==> src/asio_pkg.sv <==
// Package for the analog scaling and information object bank
package asio_pkg;

  // Object indices
  localparam logic [15:0] IDX_OFFSET    = 16'h3321;
  localparam logic [15:0] IDX_DIVISOR   = 16'h3322;
  localparam logic [15:0] IDX_FE_REACT  = 16'h3700;
  localparam logic [15:0] IDX_HW_INFO   = 16'h4012;
  localparam logic [15:0] IDX_HW_CONFIG = 16'h4013;
  localparam logic [15:0] IDX_OP_COND   = 16'h4014;
  localparam logic [15:0] IDX_SERIAL    = 16'h4040;
  localparam logic [15:0] IDX_DEVICE_ID = 16'h4041;

  // Subindices
  localparam logic [7:0] SUB_COUNT = 8'h00;
  localparam logic [7:0] SUB_ONE   = 8'h01;
  localparam logic [7:0] SUB_TWO   = 8'h02;
  localparam logic [7:0] SUB_THREE = 8'h03;

  // Count entries and presets
  localparam logic [31:0] NUM_ANALOG_IN    = 32'h0000_0002;
  localparam logic [31:0] NUM_HW_INFO      = 32'h0000_0001;
  localparam logic [31:0] NUM_HW_CONFIG    = 32'h0000_0001;
  localparam logic [31:0] NUM_OP_COND      = 32'h0000_0003;
  localparam logic [31:0] OFFSET_PRESET    = 32'h0000_0000;
  localparam logic [31:0] DIVISOR_PRESET   = 32'h0000_0001;
  localparam logic [15:0] FE_REACT_PRESET  = 16'hFFFF;
  localparam logic [31:0] HW_CONFIG_PRESET = 32'h0000_0000;
  localparam logic [31:0] HW_CONFIG_MASK   = 32'hFFFF_FFFE; // bit 0 reserved
  localparam logic [31:0] ZERO_WORD        = 32'h0000_0000;

  // Following error reaction codes
  localparam logic [15:0] FE_NONE      = 16'hFFFF;
  localparam logic [15:0] FE_IMMEDIATE = 16'h0000;
  localparam logic [15:0] FE_SLOW_RAMP = 16'h0001;
  localparam logic [15:0] FE_QUICK     = 16'h0002;

  // Divider timing: one quotient bit per clock
  localparam int DIV_STEPS = 32;

  // Abort codes
  localparam logic [31:0] ABORT_NONE     = 32'h0000_0000;
  localparam logic [31:0] ABORT_NO_OBJ   = 32'h0602_0000;
  localparam logic [31:0] ABORT_NO_SUB   = 32'h0609_0011;
  localparam logic [31:0] ABORT_READONLY = 32'h0601_0002;
  localparam logic [31:0] ABORT_RANGE    = 32'h0609_0030;

  // Object access request from the fieldbus side
  typedef struct packed {
    logic        valid;
    logic        write;
    logic [15:0] index;
    logic [7:0]  subindex;
    logic [31:0] wdata;
  } asio_req_t;

  // Answer to an object access
  typedef struct packed {
    logic        valid;
    logic        abort;
    logic [31:0] abort_code;
    logic [31:0] rdata;
  } asio_rsp_t;

  // Following error action, one-hot
  typedef struct packed {
    logic none;
    logic immediate;
    logic slow_ramp;
    logic quick_ramp;
  } asio_fe_action_t;

endpackage : asio_pkg
==> src/asio_divider.sv <==
// Signed restoring divider for the analog scaling path
`timescale 1ns/1ps
`default_nettype none
module asio_divider
  import asio_pkg::*;
(
  input  wire logic        sys_clk,
  input  wire logic        arst_n,
  input  wire logic        start,
  input  wire logic [31:0] dividend,
  input  wire logic [31:0] divisor,
  output logic             done,
  output logic [31:0]      quotient
);

  typedef enum logic [1:0] {
    DV_IDLE = 2'b01,
    DV_RUN  = 2'b10
  } asio_dv_state_t;

  typedef struct packed {
    asio_dv_state_t st;
    logic [5:0]     cnt;
    logic [31:0]    rem;
    logic [31:0]    quo;
    logic [31:0]    den;
    logic           neg;
    logic           done;
    logic [31:0]    result;
  } asio_dv_t;

  asio_dv_t r;
  asio_dv_t next_r;
  logic [32:0] trial;

  // Magnitude division, sign applied last so the quotient truncates toward zero
  always_comb begin
    next_r = r;
    next_r.done = 1'b0;
    trial = 33'h0_0000_0000;
    unique case (r.st)
      DV_IDLE: begin
        if (start) begin
          next_r.st  = DV_RUN;
          next_r.cnt = 6'(DIV_STEPS);
          next_r.rem = 32'h0000_0000;
          next_r.quo = dividend[31] ? 32'(-dividend) : dividend;
          next_r.den = divisor[31] ? 32'(-divisor) : divisor;
          next_r.neg = dividend[31] ^ divisor[31];
        end
      end
      DV_RUN: begin
        trial = {r.rem, r.quo[31]} - {1'b0, r.den};
        if (!trial[32]) begin
          next_r.rem = trial[31:0];
          next_r.quo = {r.quo[30:0], 1'b1};
        end else begin
          next_r.rem = {r.rem[30:0], r.quo[31]};
          next_r.quo = {r.quo[30:0], 1'b0};
        end
        next_r.cnt = r.cnt - 6'h01;
        if (r.cnt == 6'h01) begin
          next_r.st     = DV_IDLE;
          next_r.done   = 1'b1;
          next_r.result = r.neg ? 32'(-next_r.quo) : next_r.quo;
        end
      end
    endcase
  end

  // State register
  always_ff @(posedge sys_clk or negedge arst_n) begin
    if (!arst_n) begin
      r <= '{st: DV_IDLE, cnt: 6'h00, rem: 32'h0, quo: 32'h0, den: 32'h0,
             neg: 1'b0, done: 1'b0, result: 32'h0};
    end else begin
      r <= next_r;
    end
  end

  assign done     = r.done;
  assign quotient = r.result;

  // Done is sampled high one clock after the last of the DIV_STEPS steps
  a_div_latency : assert property (@(posedge sys_clk) disable iff (!arst_n)
    (start && r.st == DV_IDLE) |-> ##33 done) else $error("divider latency wrong");

endmodule : asio_divider
`default_nettype wire

==> src/asio_object_bank.sv <==
// Object bank: analog scaling, following error reaction and hardware information
`timescale 1ns/1ps
`default_nettype none
module asio_object_bank
  import asio_pkg::*;
#(
  parameter int          STR_BYTES    = 4,
  parameter logic [31:0] EEPROM_BYTES = 32'h0000_0000
) (
  input  wire logic            sys_clk,
  input  wire logic            arst_n,
  input  wire asio_req_t       req,
  output asio_rsp_t            rsp,
  input  wire logic            raw_valid,
  input  wire logic [31:0]     raw_in1,
  input  wire logic [31:0]     raw_in2,
  input  wire logic [31:0]     power_supply_voltage_mv,
  input  wire logic [31:0]     logic_supply_voltage_mv,
  input  wire logic [31:0]     board_temp_dc,
  input  wire logic [8*STR_BYTES-1:0] serial_number,
  input  wire logic [8*STR_BYTES-1:0] device_id,
  input  wire logic            following_error,
  output logic [31:0]          scaled_in1,
  output logic [31:0]          scaled_in2,
  output logic [31:0]          hw_config,
  output asio_fe_action_t      fe_action
);

  // Strings come back in one 32-bit answer, so longer ones cannot be served
  if (STR_BYTES < 1 || STR_BYTES > 4) begin : g_bad_str_bytes
    $error("STR_BYTES must be 1 to 4");
  end

  typedef enum logic [2:0] {
    SC_IDLE = 3'b001,
    SC_IN1  = 3'b010,
    SC_IN2  = 3'b100
  } asio_sc_state_t;

  typedef struct packed {
    logic [1:0][31:0] offset;
    logic [1:0][31:0] divisor;
    logic [15:0]      fe_code;
    logic [31:0]      hw_config;
    asio_rsp_t        rsp;
    asio_sc_state_t   sc;
    logic [1:0][31:0] scaled;
    logic [1:0][31:0] sample;
    logic             pend;
    asio_fe_action_t  fe_action;
  } asio_st_t;

  // Two flops on the supply, logic and temperature readings and the following error before any logic looks at them
  logic [31:0] supply_meta;
  logic [31:0] supply_sync;
  logic [31:0] logic_meta;
  logic [31:0] logic_sync;
  logic [31:0] temp_meta;
  logic [31:0] temp_sync;
  logic        fe_meta;
  logic        fe_sync;

  asio_st_t    r;
  asio_st_t    next_r;
  logic        div_start;
  logic [31:0] div_dividend;
  logic [31:0] div_divisor;
  logic        div_done;
  logic [31:0] div_quot;

  // Subindex is 1 or 2: a valid analog input slot
  function automatic logic in_slot(input logic [7:0] sub);
    return (sub == SUB_ONE) || (sub == SUB_TWO);
  endfunction

  // Map a reaction code onto the one-hot action
  function automatic asio_fe_action_t decode_fe(input logic [15:0] code);
    asio_fe_action_t a;
    a = '0;
    unique case (code)
      FE_NONE:      a.none       = 1'b1;
      FE_IMMEDIATE: a.immediate  = 1'b1;
      FE_SLOW_RAMP: a.slow_ramp  = 1'b1;
      FE_QUICK:     a.quick_ramp = 1'b1;
      default:      a.none       = 1'b1; // reserved codes do nothing
    endcase
    return a;
  endfunction

  // Input synchronisers
  always_ff @(posedge sys_clk or negedge arst_n) begin
    if (!arst_n) begin
      supply_meta <= 32'h0000_0000;
      supply_sync <= 32'h0000_0000;
      logic_meta  <= 32'h0000_0000;
      logic_sync  <= 32'h0000_0000;
      temp_meta   <= 32'h0000_0000;
      temp_sync   <= 32'h0000_0000;
      fe_meta     <= 1'b0;
      fe_sync     <= 1'b0;
    end else begin
      supply_meta <= power_supply_voltage_mv;
      supply_sync <= supply_meta;
      logic_meta  <= logic_supply_voltage_mv;
      logic_sync  <= logic_meta;
      temp_meta   <= board_temp_dc;
      temp_sync   <= temp_meta;
      fe_meta     <= following_error;
      fe_sync     <= fe_meta;
    end
  end

  // Object access, scaling sequencer and reaction decode
  always_comb begin
    next_r = r;
    next_r.rsp = '0;
    div_start    = 1'b0;
    div_dividend = 32'h0000_0000;
    div_divisor  = DIVISOR_PRESET;

    if (req.valid) begin
      next_r.rsp.valid = 1'b1;
      unique case (req.index)
        IDX_OFFSET, IDX_DIVISOR: begin
          if (req.subindex == SUB_COUNT) begin
            if (req.write) next_r.rsp.abort_code = ABORT_READONLY;
            else next_r.rsp.rdata = NUM_ANALOG_IN;
          end else if (in_slot(req.subindex)) begin
            if (req.index == IDX_OFFSET) begin
              if (req.write) next_r.offset[req.subindex[1]] = req.wdata;
              else next_r.rsp.rdata = r.offset[req.subindex[1]];
            end else if (!req.write) begin
              next_r.rsp.rdata = r.divisor[req.subindex[1]];
            end else if (req.wdata == ZERO_WORD) begin
              next_r.rsp.abort_code = ABORT_RANGE;
            end else begin
              next_r.divisor[req.subindex[1]] = req.wdata;
            end
          end else next_r.rsp.abort_code = ABORT_NO_SUB;
        end
        IDX_FE_REACT: begin
          if (req.write) next_r.fe_code = req.wdata[15:0];
          else next_r.rsp.rdata = {{16{r.fe_code[15]}}, r.fe_code};
        end
        IDX_HW_INFO: begin
          if (req.write) next_r.rsp.abort_code = ABORT_READONLY;
          else if (req.subindex == SUB_COUNT) next_r.rsp.rdata = NUM_HW_INFO;
          else if (req.subindex == SUB_ONE) next_r.rsp.rdata = EEPROM_BYTES;
          else next_r.rsp.abort_code = ABORT_NO_SUB;
        end
        IDX_HW_CONFIG: begin
          if (req.subindex == SUB_COUNT) begin
            if (req.write) next_r.rsp.abort_code = ABORT_READONLY;
            else next_r.rsp.rdata = NUM_HW_CONFIG;
          end else if (req.subindex == SUB_ONE) begin
            if (req.write) next_r.hw_config = req.wdata & HW_CONFIG_MASK;
            else next_r.rsp.rdata = r.hw_config;
          end else next_r.rsp.abort_code = ABORT_NO_SUB;
        end
        IDX_OP_COND: begin
          if (req.write) next_r.rsp.abort_code = ABORT_READONLY;
          else if (req.subindex == SUB_COUNT) next_r.rsp.rdata = NUM_OP_COND;
          else if (req.subindex == SUB_ONE) next_r.rsp.rdata = supply_sync;
          else if (req.subindex == SUB_TWO) next_r.rsp.rdata = logic_sync;
          else if (req.subindex == SUB_THREE) next_r.rsp.rdata = temp_sync;
          else next_r.rsp.abort_code = ABORT_NO_SUB;
        end
        IDX_SERIAL, IDX_DEVICE_ID: begin
          // Strings are returned whole in one word, never stored
          if (req.write) next_r.rsp.abort_code = ABORT_READONLY;
          else if (req.index == IDX_SERIAL) next_r.rsp.rdata = 32'(serial_number);
          else next_r.rsp.rdata = 32'(device_id);
        end
        default: next_r.rsp.abort_code = ABORT_NO_OBJ;
      endcase
      next_r.rsp.abort = (next_r.rsp.abort_code != ABORT_NONE);
    end

    // A fresh sample waits here while the divider is busy; newest wins
    if (raw_valid) begin
      next_r.pend   = 1'b1;
      next_r.sample = {raw_in2, raw_in1};
    end

    unique case (r.sc)
      SC_IDLE: begin
        if (r.pend) begin
          next_r.pend  = raw_valid;
          next_r.sc    = SC_IN1;
          div_start    = 1'b1;
          div_dividend = 32'(r.sample[0] + r.offset[0]);
          div_divisor  = r.divisor[0];
        end
      end
      SC_IN1: begin
        if (div_done) begin
          next_r.scaled[0] = div_quot;
          next_r.sc        = SC_IN2;
          div_start        = 1'b1;
          div_dividend     = 32'(r.sample[1] + r.offset[1]);
          div_divisor      = r.divisor[1];
        end
      end
      SC_IN2: begin
        if (div_done) begin
          next_r.scaled[1] = div_quot;
          next_r.sc        = SC_IDLE;
        end
      end
    endcase

    // Action stands while the following error is asserted
    next_r.fe_action = fe_sync ? decode_fe(r.fe_code) : '0;
  end

  // State register; presets leave scaled value equal to raw counts
  always_ff @(posedge sys_clk or negedge arst_n) begin
    if (!arst_n) begin
      r <= '{offset: {OFFSET_PRESET, OFFSET_PRESET}, divisor: {DIVISOR_PRESET, DIVISOR_PRESET},
             fe_code: FE_REACT_PRESET, hw_config: HW_CONFIG_PRESET, rsp: '0, sc: SC_IDLE,
             scaled: '0, sample: '0, pend: 1'b0, fe_action: '0};
    end else begin
      r <= next_r;
    end
  end

  asio_divider u_div (
    .sys_clk  (sys_clk),
    .arst_n   (arst_n),
    .start    (div_start),
    .dividend (div_dividend),
    .divisor  (div_divisor),
    .done     (div_done),
    .quotient (div_quot)
  );

  assign rsp        = r.rsp;
  assign scaled_in1 = r.scaled[0];
  assign scaled_in2 = r.scaled[1];
  assign hw_config  = r.hw_config;
  assign fe_action  = r.fe_action;

  a_div_zero_kept : assert property (@(posedge sys_clk) disable iff (!arst_n)
    (req.valid && req.write && req.index == IDX_DIVISOR && in_slot(req.subindex) && req.wdata == 32'h0)
    |=> (rsp.abort && $stable(r.divisor))) else $error("zero divisor accepted");
  a_div_nonzero : assert property (@(posedge sys_clk) disable iff (!arst_n)
    r.divisor[0] != 32'h0 && r.divisor[1] != 32'h0) else $error("divisor became zero");
  a_count_two : assert property (@(posedge sys_clk) disable iff (!arst_n)
    (req.valid && !req.write && req.index == IDX_OFFSET && req.subindex == SUB_COUNT)
    |=> rsp.rdata == 32'h2) else $error("input count not two");
  a_cfg_bit0 : assert property (@(posedge sys_clk) disable iff (!arst_n)
    !hw_config[0]) else $error("reserved config bit set");
  a_ro_abort : assert property (@(posedge sys_clk) disable iff (!arst_n)
    (req.valid && req.write && (req.index == IDX_OP_COND || req.index == IDX_SERIAL || req.index == IDX_HW_INFO))
    |=> rsp.abort) else $error("read-only write accepted");
  a_eeprom_read : assert property (@(posedge sys_clk) disable iff (!arst_n)
    (req.valid && !req.write && req.index == IDX_HW_INFO && req.subindex == SUB_ONE)
    |=> rsp.rdata == EEPROM_BYTES) else $error("eeprom size wrong");
  a_fe_none : assert property (@(posedge sys_clk) disable iff (!arst_n)
    (fe_sync && r.fe_code == FE_NONE) |=> fe_action.none && !fe_action.immediate)
    else $error("reaction code misdecoded");
  a_supply_read : assert property (@(posedge sys_clk) disable iff (!arst_n)
    (req.valid && !req.write && req.index == IDX_OP_COND && req.subindex == SUB_ONE)
    |=> rsp.rdata == $past(supply_sync)) else $error("supply reading wrong");
  a_scale_unity : assert property (@(posedge sys_clk) disable iff (!arst_n)
    (r.sc == SC_IDLE && r.pend && r.offset[0] == 32'h0 && r.divisor[0] == 32'h1 && !req.valid)
    |-> ##34 scaled_in1 == $past(r.sample[0], 34)) else $error("unity scaling broken");

  c_div_write : cover property (@(posedge sys_clk) req.valid && req.write && req.index == IDX_DIVISOR);
  c_zero_abort : cover property (@(posedge sys_clk) rsp.abort && rsp.abort_code == ABORT_RANGE);
  c_scaled_done : cover property (@(posedge sys_clk) r.sc == SC_IN2 && div_done);
  c_fe_quick : cover property (@(posedge sys_clk) fe_action.quick_ramp);

endmodule : asio_object_bank
`default_nettype wire

==> config.mk <==
export PLATFORM = sky130hd
export DESIGN_NAME = asio_object_bank
export DESIGN_NICKNAME = d
export VERILOG_FILES = /design/src/asio_pkg.sv /design/src/asio_divider.sv /design/src/asio_object_bank.sv
export SDC_FILE = /design/constraint.sdc
export NUM_CORES = 1
export LEC_CHECK = 0
export ABC_AREA = 1
export BUFFER_PORTS_ARGS = -buffer_cell sky130_fd_sc_hd__buf_2
export CAP_MARGIN = 20
export CORE_MARGIN = 4
export CORE_UTILIZATION = 35
export CTS_BUF_LIST = sky130_fd_sc_hd__clkbuf_4
export DETAILED_ROUTE_END_ITERATION = 10
export GPL_ROUTABILITY_DRIVEN = 0
export SLEW_MARGIN = 20
export SYNTH_ARGS = -nofsm -noshare
export SYNTH_HDL_FRONTEND = slang
export SYNTH_HIERARCHICAL = 1
export SYNTH_SLANG_ARGS = --single-unit
export TNS_END_PERCENT = 100
==> constraint.sdc <==
create_clock -name sys_clk -period 7.4 [get_ports sys_clk]
set_input_delay 1.48 -clock sys_clk [delete_from_list [all_inputs] [get_ports sys_clk]]
set_output_delay 1.48 -clock sys_clk [all_outputs]
set_load 0.05 [all_outputs]
== Yosys cells after proc, flatten, opt, wreduce, memory -nomap -nowiden ==
Index checks and enable logic that the tools add are counted.

* Bitwise operators: 4
* Equal/unequal tests: 24
* Add/sub/neg operators: 7
* $lt $le $gt $ge: 2
* Multiplexer cells: 76
* Reduce and logical (&&, ||, !) cells: 19

{| class="wikitable"
|+ Operators with widths
! operator !! count
|-
| 2-to-1 mux 32 bit || 29
|-
| case mux 32 bit (6 select lines) || 2
|-
| 2-to-1 mux 27 bit || 11
|-
| 2-to-1 mux 64 bit || 4
|-
| case mux 72 bit (2 select lines) || 1
|-
| bitwise mux 64 bit || 2
|-
| case mux 32 bit (2 select lines) || 2
|-
| 2-to-1 mux 105 bit || 1
|-
| negator 32 bit || 3
|-
| == test 16 x 15 -> 1 bit (second input constant) || 5
|-
| 2-to-1 mux 33 bit || 2
|-
| 2-to-1 mux 66 bit || 1
|-
| adder 32 bit || 2
|-
| == test 16 x 14 -> 1 bit (second input constant) || 3
|-
| 2-to-1 mux 35 bit || 1
|-
| subtractor 33 x 32 -> 33 bit || 1
|-
| demux 32 bit (select 1 bit) || 1
|-
| zero test 32 bit || 1
|-
| nonzero test 32 bit || 1
|-
| == test 16 x 1 -> 1 bit (second input constant) || 1
|-
| == test 16 x 2 -> 1 bit (second input constant) || 1
|-
| == test 8 x 2 -> 1 bit (second input constant) || 2
|-
| zero test 16 bit || 1
|-
| 2-to-1 mux 1 bit || 12
|-
| 29 further kinds || 42
|}

* Bits in registers: 709
* Logic and storage cells: 168
* Output and inout bits: 166

== Longest topological paths before layout ==
Gate-level depths: netlist of run 1.

* Word-level depth: 10
* Depth in mapped cells: 28
* Gate-level depth less buffers: 27

== Hierarchy ==
Netlist of run 1, hierarchy kept.

{| class="wikitable"
|+ By module, submodules not included
! module !! area an instance (µm²) !! cells an instance !! sequential area each (µm²) !! times used
|-
| asio_object_bank || 27707.8 || 3278 || 13686.9 || 1
|-
| asio_divider || 10323.7 || 1459 || 3454.6 || 1
|}

== Least setup slack after synthesis of run 1 ==
OpenSTA, ideal clock, no wires.

* Kind: register to register
* Start: register u_div/r[34] (netlist name)
* End: register u_div.r (netlist bit u_div/quotient[28])
* Path buffers: 1
* Setup time: 130 ps
* Period minus slack after synthesis: 3268 ps
* Data arrival time: 3138 ps
* Stages on the path, launching flop included: 27
* Path slack: 4132 ps
* Data required time: 7270 ps
* Cells stage by stage: dfrtp_1 -> ha_1 -> fa_1 -> inv_1 -> nand2_1 -> nand2_1 -> nand3_1 -> nand2_2 -> nand2_1 -> nand2_2 -> nand2_2 -> nand2_2 -> nand2_2 -> nand2_4 -> buf_4 -> ha_1 -> inv_1 -> nor3_2 -> nand2_1 -> nor3_1 -> nand2_1 -> inv_1 -> nand3_1 -> o21ai_1 -> nand2_1 -> xnor2_1 -> o21ai_1

* Word-level cells in the longest chain between the ends: 5

{| class="wikitable"
|+ Ends and longest elaborated chain
! item !! line !! text
|-
| from (decl) || asio_divider.sv:32 || <nowiki>asio_dv_t r;</nowiki>
|-
| from (signal assigned) || asio_divider.sv:74 || <nowiki>r <= '{st: DV_IDLE, cnt: 6'h00, rem: 32'h0, quo: 32'h0, den: 32'h0,</nowiki>
|-
| from (signal assigned) || asio_divider.sv:77 || <nowiki>r <= next_r;</nowiki>
|-
| subtractor 33 x 32 -> 33 bit || asio_divider.sv:53 || <nowiki>trial = {r.rem, r.quo[31]} - {1'b0, r.den};</nowiki>
|-
| 2-to-1 mux 64 bit || asio_divider.sv:54 || <nowiki>if (!trial[32]) begin</nowiki>
|-
| 2-to-1 mux 64 bit || asio_divider.sv:41 || <nowiki>unique case (r.st)</nowiki>
|-
| negator 32 bit || asio_divider.sv:65 || <nowiki>next_r.result = r.neg ? 32'(-next_r.quo) : next_r.quo;</nowiki>
|-
| 2-to-1 mux 32 bit || asio_divider.sv:65 ||
|}

Every way passes these cells. The select of a mux whose other input is x is not followed.
A chain may end at the register's enable or synchronous reset.

== Worst setup path in the final report of run 1 ==
* Start: register r[135] (netlist name)
* End: register u_div/r[92] (netlist name)

* Word-level cells in the longest chain between the ends: 6

{| class="wikitable"
|+ Ends and longest elaborated chain
! item !! line !! text
|-
| from (decl) || asio_object_bank.sv:63 || <nowiki>asio_st_t r;</nowiki>
|-
| from (signal assigned) || asio_object_bank.sv:219 || <nowiki>r <= '{offset: {OFFSET_PRESET, OFFSET_PRESET}, divisor: {DIVISOR_PRESET, DIVISOR_PRESET},</nowiki>
|-
| from (signal assigned) || asio_object_bank.sv:223 || <nowiki>r <= next_r;</nowiki>
|-
| == test 3 x 2 -> 1 bit / == test 3 x 1 -> 1 bit (equally long branches) || asio_object_bank.sv:185 || <nowiki>unique case (r.sc)</nowiki>
|-
| case mux 32 bit (2 select lines) (*) || asio_object_bank.sv:185 ||
|-
| via div_dividend[2] || asio_object_bank.sv:66 || <nowiki>logic [31:0] div_dividend;</nowiki>
|-
| negator 32 bit (*) || asio_divider.sv:47 || <nowiki>next_r.quo = dividend[31] ? 32'(-dividend) : dividend;</nowiki>
|-
| 2-to-1 mux 32 bit (*) || asio_divider.sv:47 ||
|-
| 2-to-1 mux 105 bit (*) || asio_divider.sv:43 || <nowiki>if (start) begin</nowiki>
|-
| case mux 72 bit (2 select lines) (*) || asio_divider.sv:41 ||
|}

Mark *: on every way through the listed nets, which the timed path passes. The rest lies on a longest branch. The select of a mux whose other input is x is not followed.

==> results of run 1 <==
## path summary, 6_finish.rpt
kind / end / cells after the start / slack [ns]
max in group asynchronous: r[49] / 3 / 5.46
min reg2reg: supply_sync[13] / 0 / 0.29
max reg2reg: u_div/r[92] / 19 / 3.04
min: supply_sync[13] / 0 / 0.29
min in group asynchronous: scaled_in2[16] / 1 / 0.39
max: u_div/r[92] / 19 / 3.04
## power by group through the flow
stage	clock, W	sequential [W]	combinational, W
finish	0.00336	0.00389	0.000495
global route	0.00369	0.00389	0.000548
CTS	0.00349	0.00389	0.000501
detailed placement	0	0.00396	0.000500
global placement	0	0.00396	0.000497
floorplan	0	0.00392	0.000255
## cell usage in the layout, fill, tap and decap left out, types with 8 or more instances in the layout
cell,synthesis,final
sky130_fd_sc_hd__nand3_1,297,295
sky130_fd_sc_hd__dfstp_2,20,20
sky130_fd_sc_hd__nor2_2,12,13
sky130_fd_sc_hd__o211ai_1,34,34
sky130_fd_sc_hd__o21ai_1,116,116
sky130_fd_sc_hd__nor4_1,13,13
sky130_fd_sc_hd__dfrtp_1,664,664
sky130_fd_sc_hd__nand4_1,54,54
sky130_fd_sc_hd__clkinv_1,3,47
sky130_fd_sc_hd__nand2_2,19,18
sky130_fd_sc_hd__nor2_1,344,340
sky130_fd_sc_hd__o22ai_1,8,8
sky130_fd_sc_hd__o31ai_1,20,20
sky130_fd_sc_hd__a21o_1,10,10
sky130_fd_sc_hd__mux2_2,64,64
sky130_fd_sc_hd__nand2_1,1183,1183
sky130_fd_sc_hd__ha_1,99,99
sky130_fd_sc_hd__nor2_4,5,8
sky130_fd_sc_hd__clkinv_2,0,10
sky130_fd_sc_hd__buf_4,205,28
sky130_fd_sc_hd__inv_1,455,453
sky130_fd_sc_hd__clkbuf_4,0,264
sky130_fd_sc_hd__a21oi_1,191,191
sky130_fd_sc_hd__a22oi_1,16,16
sky130_fd_sc_hd__conb_1,1,24
sky130_fd_sc_hd__xor2_1,50,50
sky130_fd_sc_hd__diode_2,0,12
sky130_fd_sc_hd__nor3_1,77,76
sky130_fd_sc_hd__o221ai_1,15,15
sky130_fd_sc_hd__o21ai_2,55,56
sky130_fd_sc_hd__o211ai_2,14,14
sky130_fd_sc_hd__nor3_2,8,9
sky130_fd_sc_hd__nand3b_1,15,15
sky130_fd_sc_hd__o21bai_1,20,20
sky130_fd_sc_hd__o21a_1,9,9
sky130_fd_sc_hd__buf_2,40,426
sky130_fd_sc_hd__o21ai_0,377,376
sky130_fd_sc_hd__xnor2_1,29,29
sky130_fd_sc_hd__inv_2,15,17
## per-stage QoR
step / cell area [sq um] / utilization, % / std cells / total power [W] / setup slack, ns
after floorplan: 38120 / - / 4760 / 0.004179 / 4.132
after detailed placement: 39970 / 37.18 / 6248 / 0.004459 / 2.306
after global placement: 39970 / 37.18 / 6248 / 0.004455 / 2.400
after global routing: 42350 / 39.40 / 6584 / 0.008133 / 2.498
final: 42370 / 39.41 / 6591 / 0.007741 / 3.037
after CTS: 42310 / 39.35 / 6578 / 0.007882 / 3.052
## logic make-up (layout without fill, tap and decap cells)
| logic type | after synthesis | in the layout | synth area share [%] |
|---|---|---|---|
| flip-flops | 684 | 684 | 45.07 |
| other | 1 | 36 | 0.009860 |
| buffers and inverters | 848 | 1264 | 10.91 |
| AND/OR/NAND/NOR | 2050 | 2050 | 22.95 |
| adder cells (fa/ha/maj) | 102 | 102 | 3.415 |
| XOR/XNOR | 79 | 79 | 1.819 |
| AO/OA/AOI/OAI | 908 | 908 | 13.90 |
| multiplexers | 65 | 65 | 1.921 |
## Yosys cell counts, types with 29 or more instances
master / instances
sky130_fd_sc_hd__o21ai_0: 377
sky130_fd_sc_hd__inv_1: 455
sky130_fd_sc_hd__a21oi_1: 191
sky130_fd_sc_hd__nor2_1: 344
sky130_fd_sc_hd__clkbuf_1: 96
sky130_fd_sc_hd__dfrtp_1: 664
sky130_fd_sc_hd__nor3_1: 77
sky130_fd_sc_hd__nand2_1: 1183
sky130_fd_sc_hd__o21ai_2: 55
sky130_fd_sc_hd__o21ai_1: 116
sky130_fd_sc_hd__xor2_1: 50
sky130_fd_sc_hd__o211ai_1: 34
sky130_fd_sc_hd__nand4_1: 54
sky130_fd_sc_hd__nand3_1: 297
sky130_fd_sc_hd__buf_2: 40
sky130_fd_sc_hd__ha_1: 99
sky130_fd_sc_hd__buf_4: 205
sky130_fd_sc_hd__mux2_2: 64
sky130_fd_sc_hd__xnor2_1: 29
## registers in the layout, summed over array words and instances, names as in the netlist
register        flops
scaled_in1         32
temp_meta          32
logic_meta         32
hw_config          31
fe_sync             1
u_div/r           105
r                 212
supply_sync        32
supply_meta        32
rsp                41
fe_action           4
u_div/quotient     32
fe_meta             1
temp_sync          32
scaled_in2         32
logic_sync         32
u_div/done          1
## final cells by class
cell class / instances / area [sq um] / share of cell area [%]
sequential: 684 / 17140 / 40.46
clock buffer: 264 / 1982 / 4.678
inverter: 475 / 1788 / 4.220
clock inverter: 66 / 352.8 / 0.8328
tap: 1403 / 1755 / 4.143
multi-input combinational: 3228 / 16870 / 39.83
antenna: 12 / 30.03 / 0.07087
timing repair buffer: 459 / 2445 / 5.770
## worst max-delay path: cells and delay by family, from the launching register on
family | cells | cell delay (ns)
compound gates | 6 | 1.18
buf+inv | 6 | 1.04
simple gates | 7 | 1.54
flops | 1 | 0.41
## metal layers
metal  up-vias  global-route usage (%)
met5         -                       0
li1      16070                       -
met1     15660                   27.61
met4         8                   6.883
met3       233                   4.999
met2      1266                   35.14
==> insert_results.sql, run 1 <==
INSERT INTO impl_metrics (metric_group, metric, value, unit) VALUES
('floorplanning', 'die-width', '337.6', 'um'),
('grt', 'vias_in_the_first_global_route', '32090', ''),
('grt', 'global_route_usage_sum', '21.28', '%'),
('timing', 'final-max-slew-violation-count', '0', ''),
('clocking', 'cts_htree_levels', '4', ''),
('route', 'detail-route-antenna-nets', '0', ''),
('power', 'power.density', '182.7', 'mW/mm^2'),
('timing', 'grt_setup_unrepaired', 'no', ''),
('route', 'drt-met1-wl', '51.30', 'mm'),
('power', 'pwr-share-comb', '6.4', '%'),
('flow_run', 'maxCapViolations', '0', ''),
('grt', 'antenna_violations_before_repair', '16', ''),
('timing', 'totalNegativeSetupSlack', '0', 'ns'),
('critical_path', 'crit_path_end_kind', 'flop', ''),
('power', 'p_leak', '20.93', 'nW'),
('power', 'power.share.clock', '43.4', '%'),
('clocking', 'clock_pin_slew_worst_setup_and_hold_paths', '0.07', 'ns'),
('cells_and_area', 'final_nets', '5421', ''),
('floorplanning', 'io_pins', '452', ''),
('place', 'placement.io_buffers', '427', ''),
('timing', 'remaining_max_slew_budget_at_the_tightest_pin', '25.75', '%'),
('synthesis', 'post_syn_instances', '4737', ''),
('synthesis', 'synth.top_cells.by_area', 'sky130_fd_sc_hd__dfrtp_1, sky130_fd_sc_hd__nand2_1, sky130_fd_sc_hd__o21ai_0', ''),
('synthesis', 'synth.yosys.seq_area_share', '45.07', '%'),
('critical_path', 'critical-path-slowest-cell', 'sky130_fd_sc_hd__nor2_4', ''),
('critical_path', 'cp_common_cell', 'sky130_fd_sc_hd__inv_1', ''),
('synthesis', 'synth_warnings', '6', ''),
('grt', 'grt_first_pass_wirelength', '186.9', 'mm'),
('grt', 'grt_remaining_overflow', '0', ''),
('synthesis', 'avgSynthCellArea', '8.029', 'sq um'),
('clocking', 'clk_path_buf_depth', '3', ''),
('cells_and_area', 'filler_cell_count', '11250', ''),
('timing', 'layout_skew', '0.08934', 'ns'),
('route', 'number_of_optimization_iterations_in_the_first_detailed_route_pass', '6', ''),
('grt', 'grt_max_degree', '166', ''),
('route', 'detailroute.wirelength.met3', '9.717', 'mm'),
('synthesis', 'synth.lib_cells_used.distinct', '64', ''),
('floorplanning', 'initial_utilization', '35.38', '%'),
('critical_path', 'crit_required', '8.32', 'ns'),
('clocking', 'cts-resized-gates', '0', ''),
('clocking', 'cts-root-buf', 'sky130_fd_sc_hd__clkbuf_4', ''),
('timing', 'hold_viol', '0', ''),
('clocking', 'cts-buffers-inserted', '185', ''),
('critical_path', 'critPathMaxFanout', '72', ''),
('outcome', 'outcome', 'completed', ''),
('critical_path', 'critPathKind', 'flop to flop', ''),
('cells_and_area', 'drive_gt1_share', '19.18', '%'),
('timing', 'worst_pin_slew', '1.102', 'ns'),
('timing', 'report.final.setup_viol', '0', ''),
('synthesis', 'synthFlopType', 'sky130_fd_sc_hd__dfrtp_1', ''),
('worst_hold_path', 'min-delay-path-class', 'flop to flop', ''),
('cells_and_area', 'area_delta_synth_final', '11.41', '%'),
('worst_hold_path', 'holdCritStartpoint', 'supply_meta[13]', ''),
('power', 'internal-power', '0.005646', 'W'),
('floorplanning', 'std_cell_rows', '120', ''),
('synthesis', 'asyncSetResetFlopFracSynth', '100.0', '%'),
('synthesis', 'synth_seq_cells', '684', ''),
('clocking', 'cts_sinks', '684', ''),
('clocking', 'clk_latency', '1.12', 'ns'),
('floorplanning', 'floorplan.core_area', '0.1075', 'sq mm'),
('power', 'vdd.ir_drop.worst', '147.5', 'uV'),
('critical_path', 'beginning_of_the_critical_path', 'r[135]', ''),
('route', 'detailedRoute.firstIterationViolations', '2727', ''),
('timing', 'final.min_clock_period', '4.363', 'ns'),
('critical_path', 'critical_path.reg2reg.startpoint', 'r[135]', ''),
('timing', 'max_freq', '229.2', 'MHz'),
('synthesis', 'synth_top_cell_area_share', '43.69', '%'),
('route', 'vias_per_cell', '5.043', ''),
('critical_path', 'cp_data_arrival_time', '5.28', 'ns'),
('route', 'uppermost_layer_routed', 'met5', ''),
('route', 'number_of_design_rule_violations_left_after_detail_routing', '0', '');
Note: power is estimated with default switching activity, not from simulation.
==> run 2: changes to the inputs <==
clock period = 4.5 ns   (was 7.4 ns; I/O delays follow)
==> insert_results.sql, run 2 (synthesized netlist as in run 1, its figures left out) <==
INSERT INTO impl_metrics (metric_group, metric, value, unit) VALUES
('floorplanning', 'std_cell_rows', '120', ''),
('power', 'power.density', '294.1', 'mW/mm^2'),
('clocking', 'tritoncts_clock_tree', 'done', ''),
('critical_path', 'critical_path.reg2reg.startpoint', 'r[37]', ''),
('power', 'p_leak', '21.94', 'nW'),
('clocking', 'cts_sinks', '684', ''),
('route', 'detail-route-antenna-nets', '0', ''),
('grt', 'grt_first_pass_wirelength', '191.9', 'mm'),
('timing', 'worst_pin_slew', '1.048', 'ns'),
('critical_path', 'r2r_setup_slack', '0.77', 'ns'),
('timing', 'totalNegativeSetupSlack', '0', 'ns'),
('cells_and_area', 'largest_register_ff_count', '212', ''),
('clocking', 'clk_latency', '1.09', 'ns'),
('grt', 'global_route_usage_sum', '21.72', '%'),
('floorplanning', 'die_area', '0.1140', 'sq mm'),
('clocking', 'cts_htree_levels', '4', ''),
('critical_path', 'crit_required', '5.40', 'ns'),
('timing', 'period_share', '82.94', '%'),
('critical_path', 'worst-r2r-cell-count', '21', ''),
('clocking', 'cts-root-buf', 'sky130_fd_sc_hd__clkbuf_4', ''),
('critical_path', 'crit_path_end_kind', 'flop', ''),
('critical_path', 'critical-path-max-stage-delay', '0.48', 'ns'),
('grt', 'vias_in_the_first_global_route', '33410', ''),
('critical_path', 'critPathMaxFanout', '4', ''),
('critical_path', 'cp-start-kind', 'flop', ''),
('cells_and_area', 'area_delta_synth_final', '17.01', '%'),
('timing', 'report.final.setup_viol', '0', ''),
('route', 'number_of_optimization_iterations_in_the_first_detailed_route_pass', '6', ''),
('clocking', 'cts_post_setup_buffers_inserted', '0', ''),
('flow_run', 'maxCapViolations', '0', ''),
('clocking', 'postCtsHoldBufs', '156', ''),
('route', 'detailroute.via_count', '34120', ''),
('timing', 'layout_skew', '0.08980', 'ns'),
('grt', 'grt_remaining_overflow', '0', ''),
('grt', 'grt_max_degree', '83', ''),
('grt', 'antenna_violations_before_repair', '3', ''),
('place', 'placement.io_buffers', '427', ''),
('cells_and_area', 'final_nets', '5627', ''),
('cells_and_area', 'design_area', '0.04450', 'sq mm'),
('critical_path', 'critical-path-slowest-cell', 'sky130_fd_sc_hd__fa_1', ''),
('critical_path', 'critical_path.endpoint', 'u_div/r[92]', ''),
('timing', 'remaining_max_slew_budget_at_the_tightest_pin', '29.38', '%'),
('floorplanning', 'die_y', '337.6', 'um'),
('outcome', 'outcome', 'completed', ''),
('route', 'number_of_design_rule_violations_left_after_detail_routing', '0', ''),
('timing', 'final-max-slew-violation-count', '0', ''),
('floorplanning', 'initial_utilization', '35.38', '%'),
('route', 'wl_per_cell', '18.47', 'um'),
('place', 'detailed_place.area', '0.04046', 'sq mm'),
('power', 'vdd.ir_drop.worst', '215.5', 'uV'),
('critical_path', 'crit-reg2reg-capture', 'u_div/r[92]', ''),
('floorplanning', 'io_pins', '452', ''),
('timing', 'final.min_clock_period', '3.732', 'ns'),
('floorplanning', 'die-width', '337.6', 'um'),
('cells_and_area', 'layout.cells.most_common_list', 'sky130_fd_sc_hd__nand2_1, sky130_fd_sc_hd__dfrtp_1, sky130_fd_sc_hd__inv_1, sky130_fd_sc_hd__buf_2, sky130_fd_sc_hd__o21ai_0', ''),
('clocking', 'clock_pin_slew_worst_setup_and_hold_paths', '0.07', 'ns'),
('cells_and_area', 'finish.cell_count_without_fillers', '6794', ''),
('cells_and_area', 'largest_reg_by_ff_count', 'r', ''),
('clocking', 'cts-buffers-inserted', '187', ''),
('critical_path', 'crit_path_cell_trace', 'ha_1 > fa_1 > nand3_1 > nand2_1 > nand2_1 > o211ai_1 > nand2_1 > nand2_1 > xnor2_1 > o21ai_0 > nor2_1 > inv_1 > nor3_1 > nand3_1 > nand2_1 > o21ai_0 > inv_1 > o21ai_0 > a21oi_1 > o21ai_0 > o221ai_1', ''),
('floorplanning', 'floorplan.core_area', '0.1075', 'sq mm'),
('place', 'detailed_place_hpwl', '94.66', 'mm'),
('clocking', 'clk_path_buf_depth', '3', ''),
('cells_and_area', 'drive_gt1_share', '19.62', '%'),
('cells_and_area', 'final_common_cell', 'sky130_fd_sc_hd__nand2_1', ''),
('place', 'numPlacedInstances', '6297', ''),
('worst_hold_path', 'min-delay-path-class', 'input port to flop', ''),
('route', 'routed_wirelength', '125.5', 'mm'),
('route', 'detailedRoute.firstIterationViolations', '2745', ''),
('timing', 'grt_setup_unrepaired', 'no', ''),
('timing', 'hold_viol', '0', ''),
('critical_path', 'cp_data_arrival_time', '4.64', 'ns'),
('route', 'vias_per_cell', '5.022', ''),
('critical_path', 'cp_common_cell', 'sky130_fd_sc_hd__nand2_1', ''),
('critical_path', 'beginning_of_the_critical_path', 'r[37]', ''),
('clocking', 'cts-resized-gates', '0', ''),
('critical_path', 'critPathKind', 'flop to flop', ''),
('timing', 'max_freq', '267.9', 'MHz');
## run 2: worst min-delay path by stage
| stage | start | endpoint | slack, ns | cells after the start |
|---|---|---|---|---|
| floorplan | fe_meta | fe_sync | 0.33 | 0 |
| global placement | supply_meta[15] | supply_sync[15] | 0.33 | 0 |
| detailed placement | logic_meta[18] | logic_sync[18] | 0.33 | 0 |
| CTS | raw_in2[27] | r[64] | 0.01 | 2 |
| global route | raw_in2[26] | r[63] | 0.06 | 2 |
| finish | raw_in2[26] | r[63] | 0.14 | 2 |
## run 2: critical path: cells and delay by family, from the launching register on
family	cells	cell delay [ns]
buffers and inverters	2	0.20
XOR/XNOR	1	0.13
flip-flops	1	0.39
AND/OR/NAND/NOR	9	0.89
adder cells (fa/ha/maj)	2	0.73
AO/OA/AOI/OAI	7	1.19
## run 2: area by class of cell
type,instances,area (sq um)
Fill cell,10980,63000
Sequential cell,684,17140
Multi-Input combinational cell,3228,16860
Timing Repair Buffer,663,4472
Clock buffer,283,2125
Inverter,475,1788
Tap cell,1403,1755
Clock inverter,50,336.6
Antenna cell,8,20.02
## run 2: per-stage QoR
step           power (W)  setup WS, ns  utilization, %  hold WS (ns)
6_report         0.01309        0.7678           41.39        0.1446
5_1_grt          0.01372        0.3696           41.39       0.05914
4_1_cts          0.01330        0.7894           41.37       0.01096
3_5_place_dp    0.007352        0.6424           37.63        0.3347
3_3_place_gp    0.007345        0.7440           37.63        0.3312
2_1_floorplan   0.006871         1.232               -        0.3312
## run 2: power by group
part	leakage (nW)	switching (W)	internal (W)
sequential	8.87	0.0000961	0.00630
combinational	11.6	0.000594	0.000355
clock	1.46	0.00281	0.00293
## run 2: per-layer routing
metal | vias to the layer above | global-route usage (%) | wire length (um)
li1 | 16500 | - | -
met1 | 16200 | 28.14 | 53220
met2 | 1216 | 36.26 | 60160
met3 | 213 | 4.230 | 8419
met4 | 0 | 7.713 | 3689
met5 | - | 0 | 0
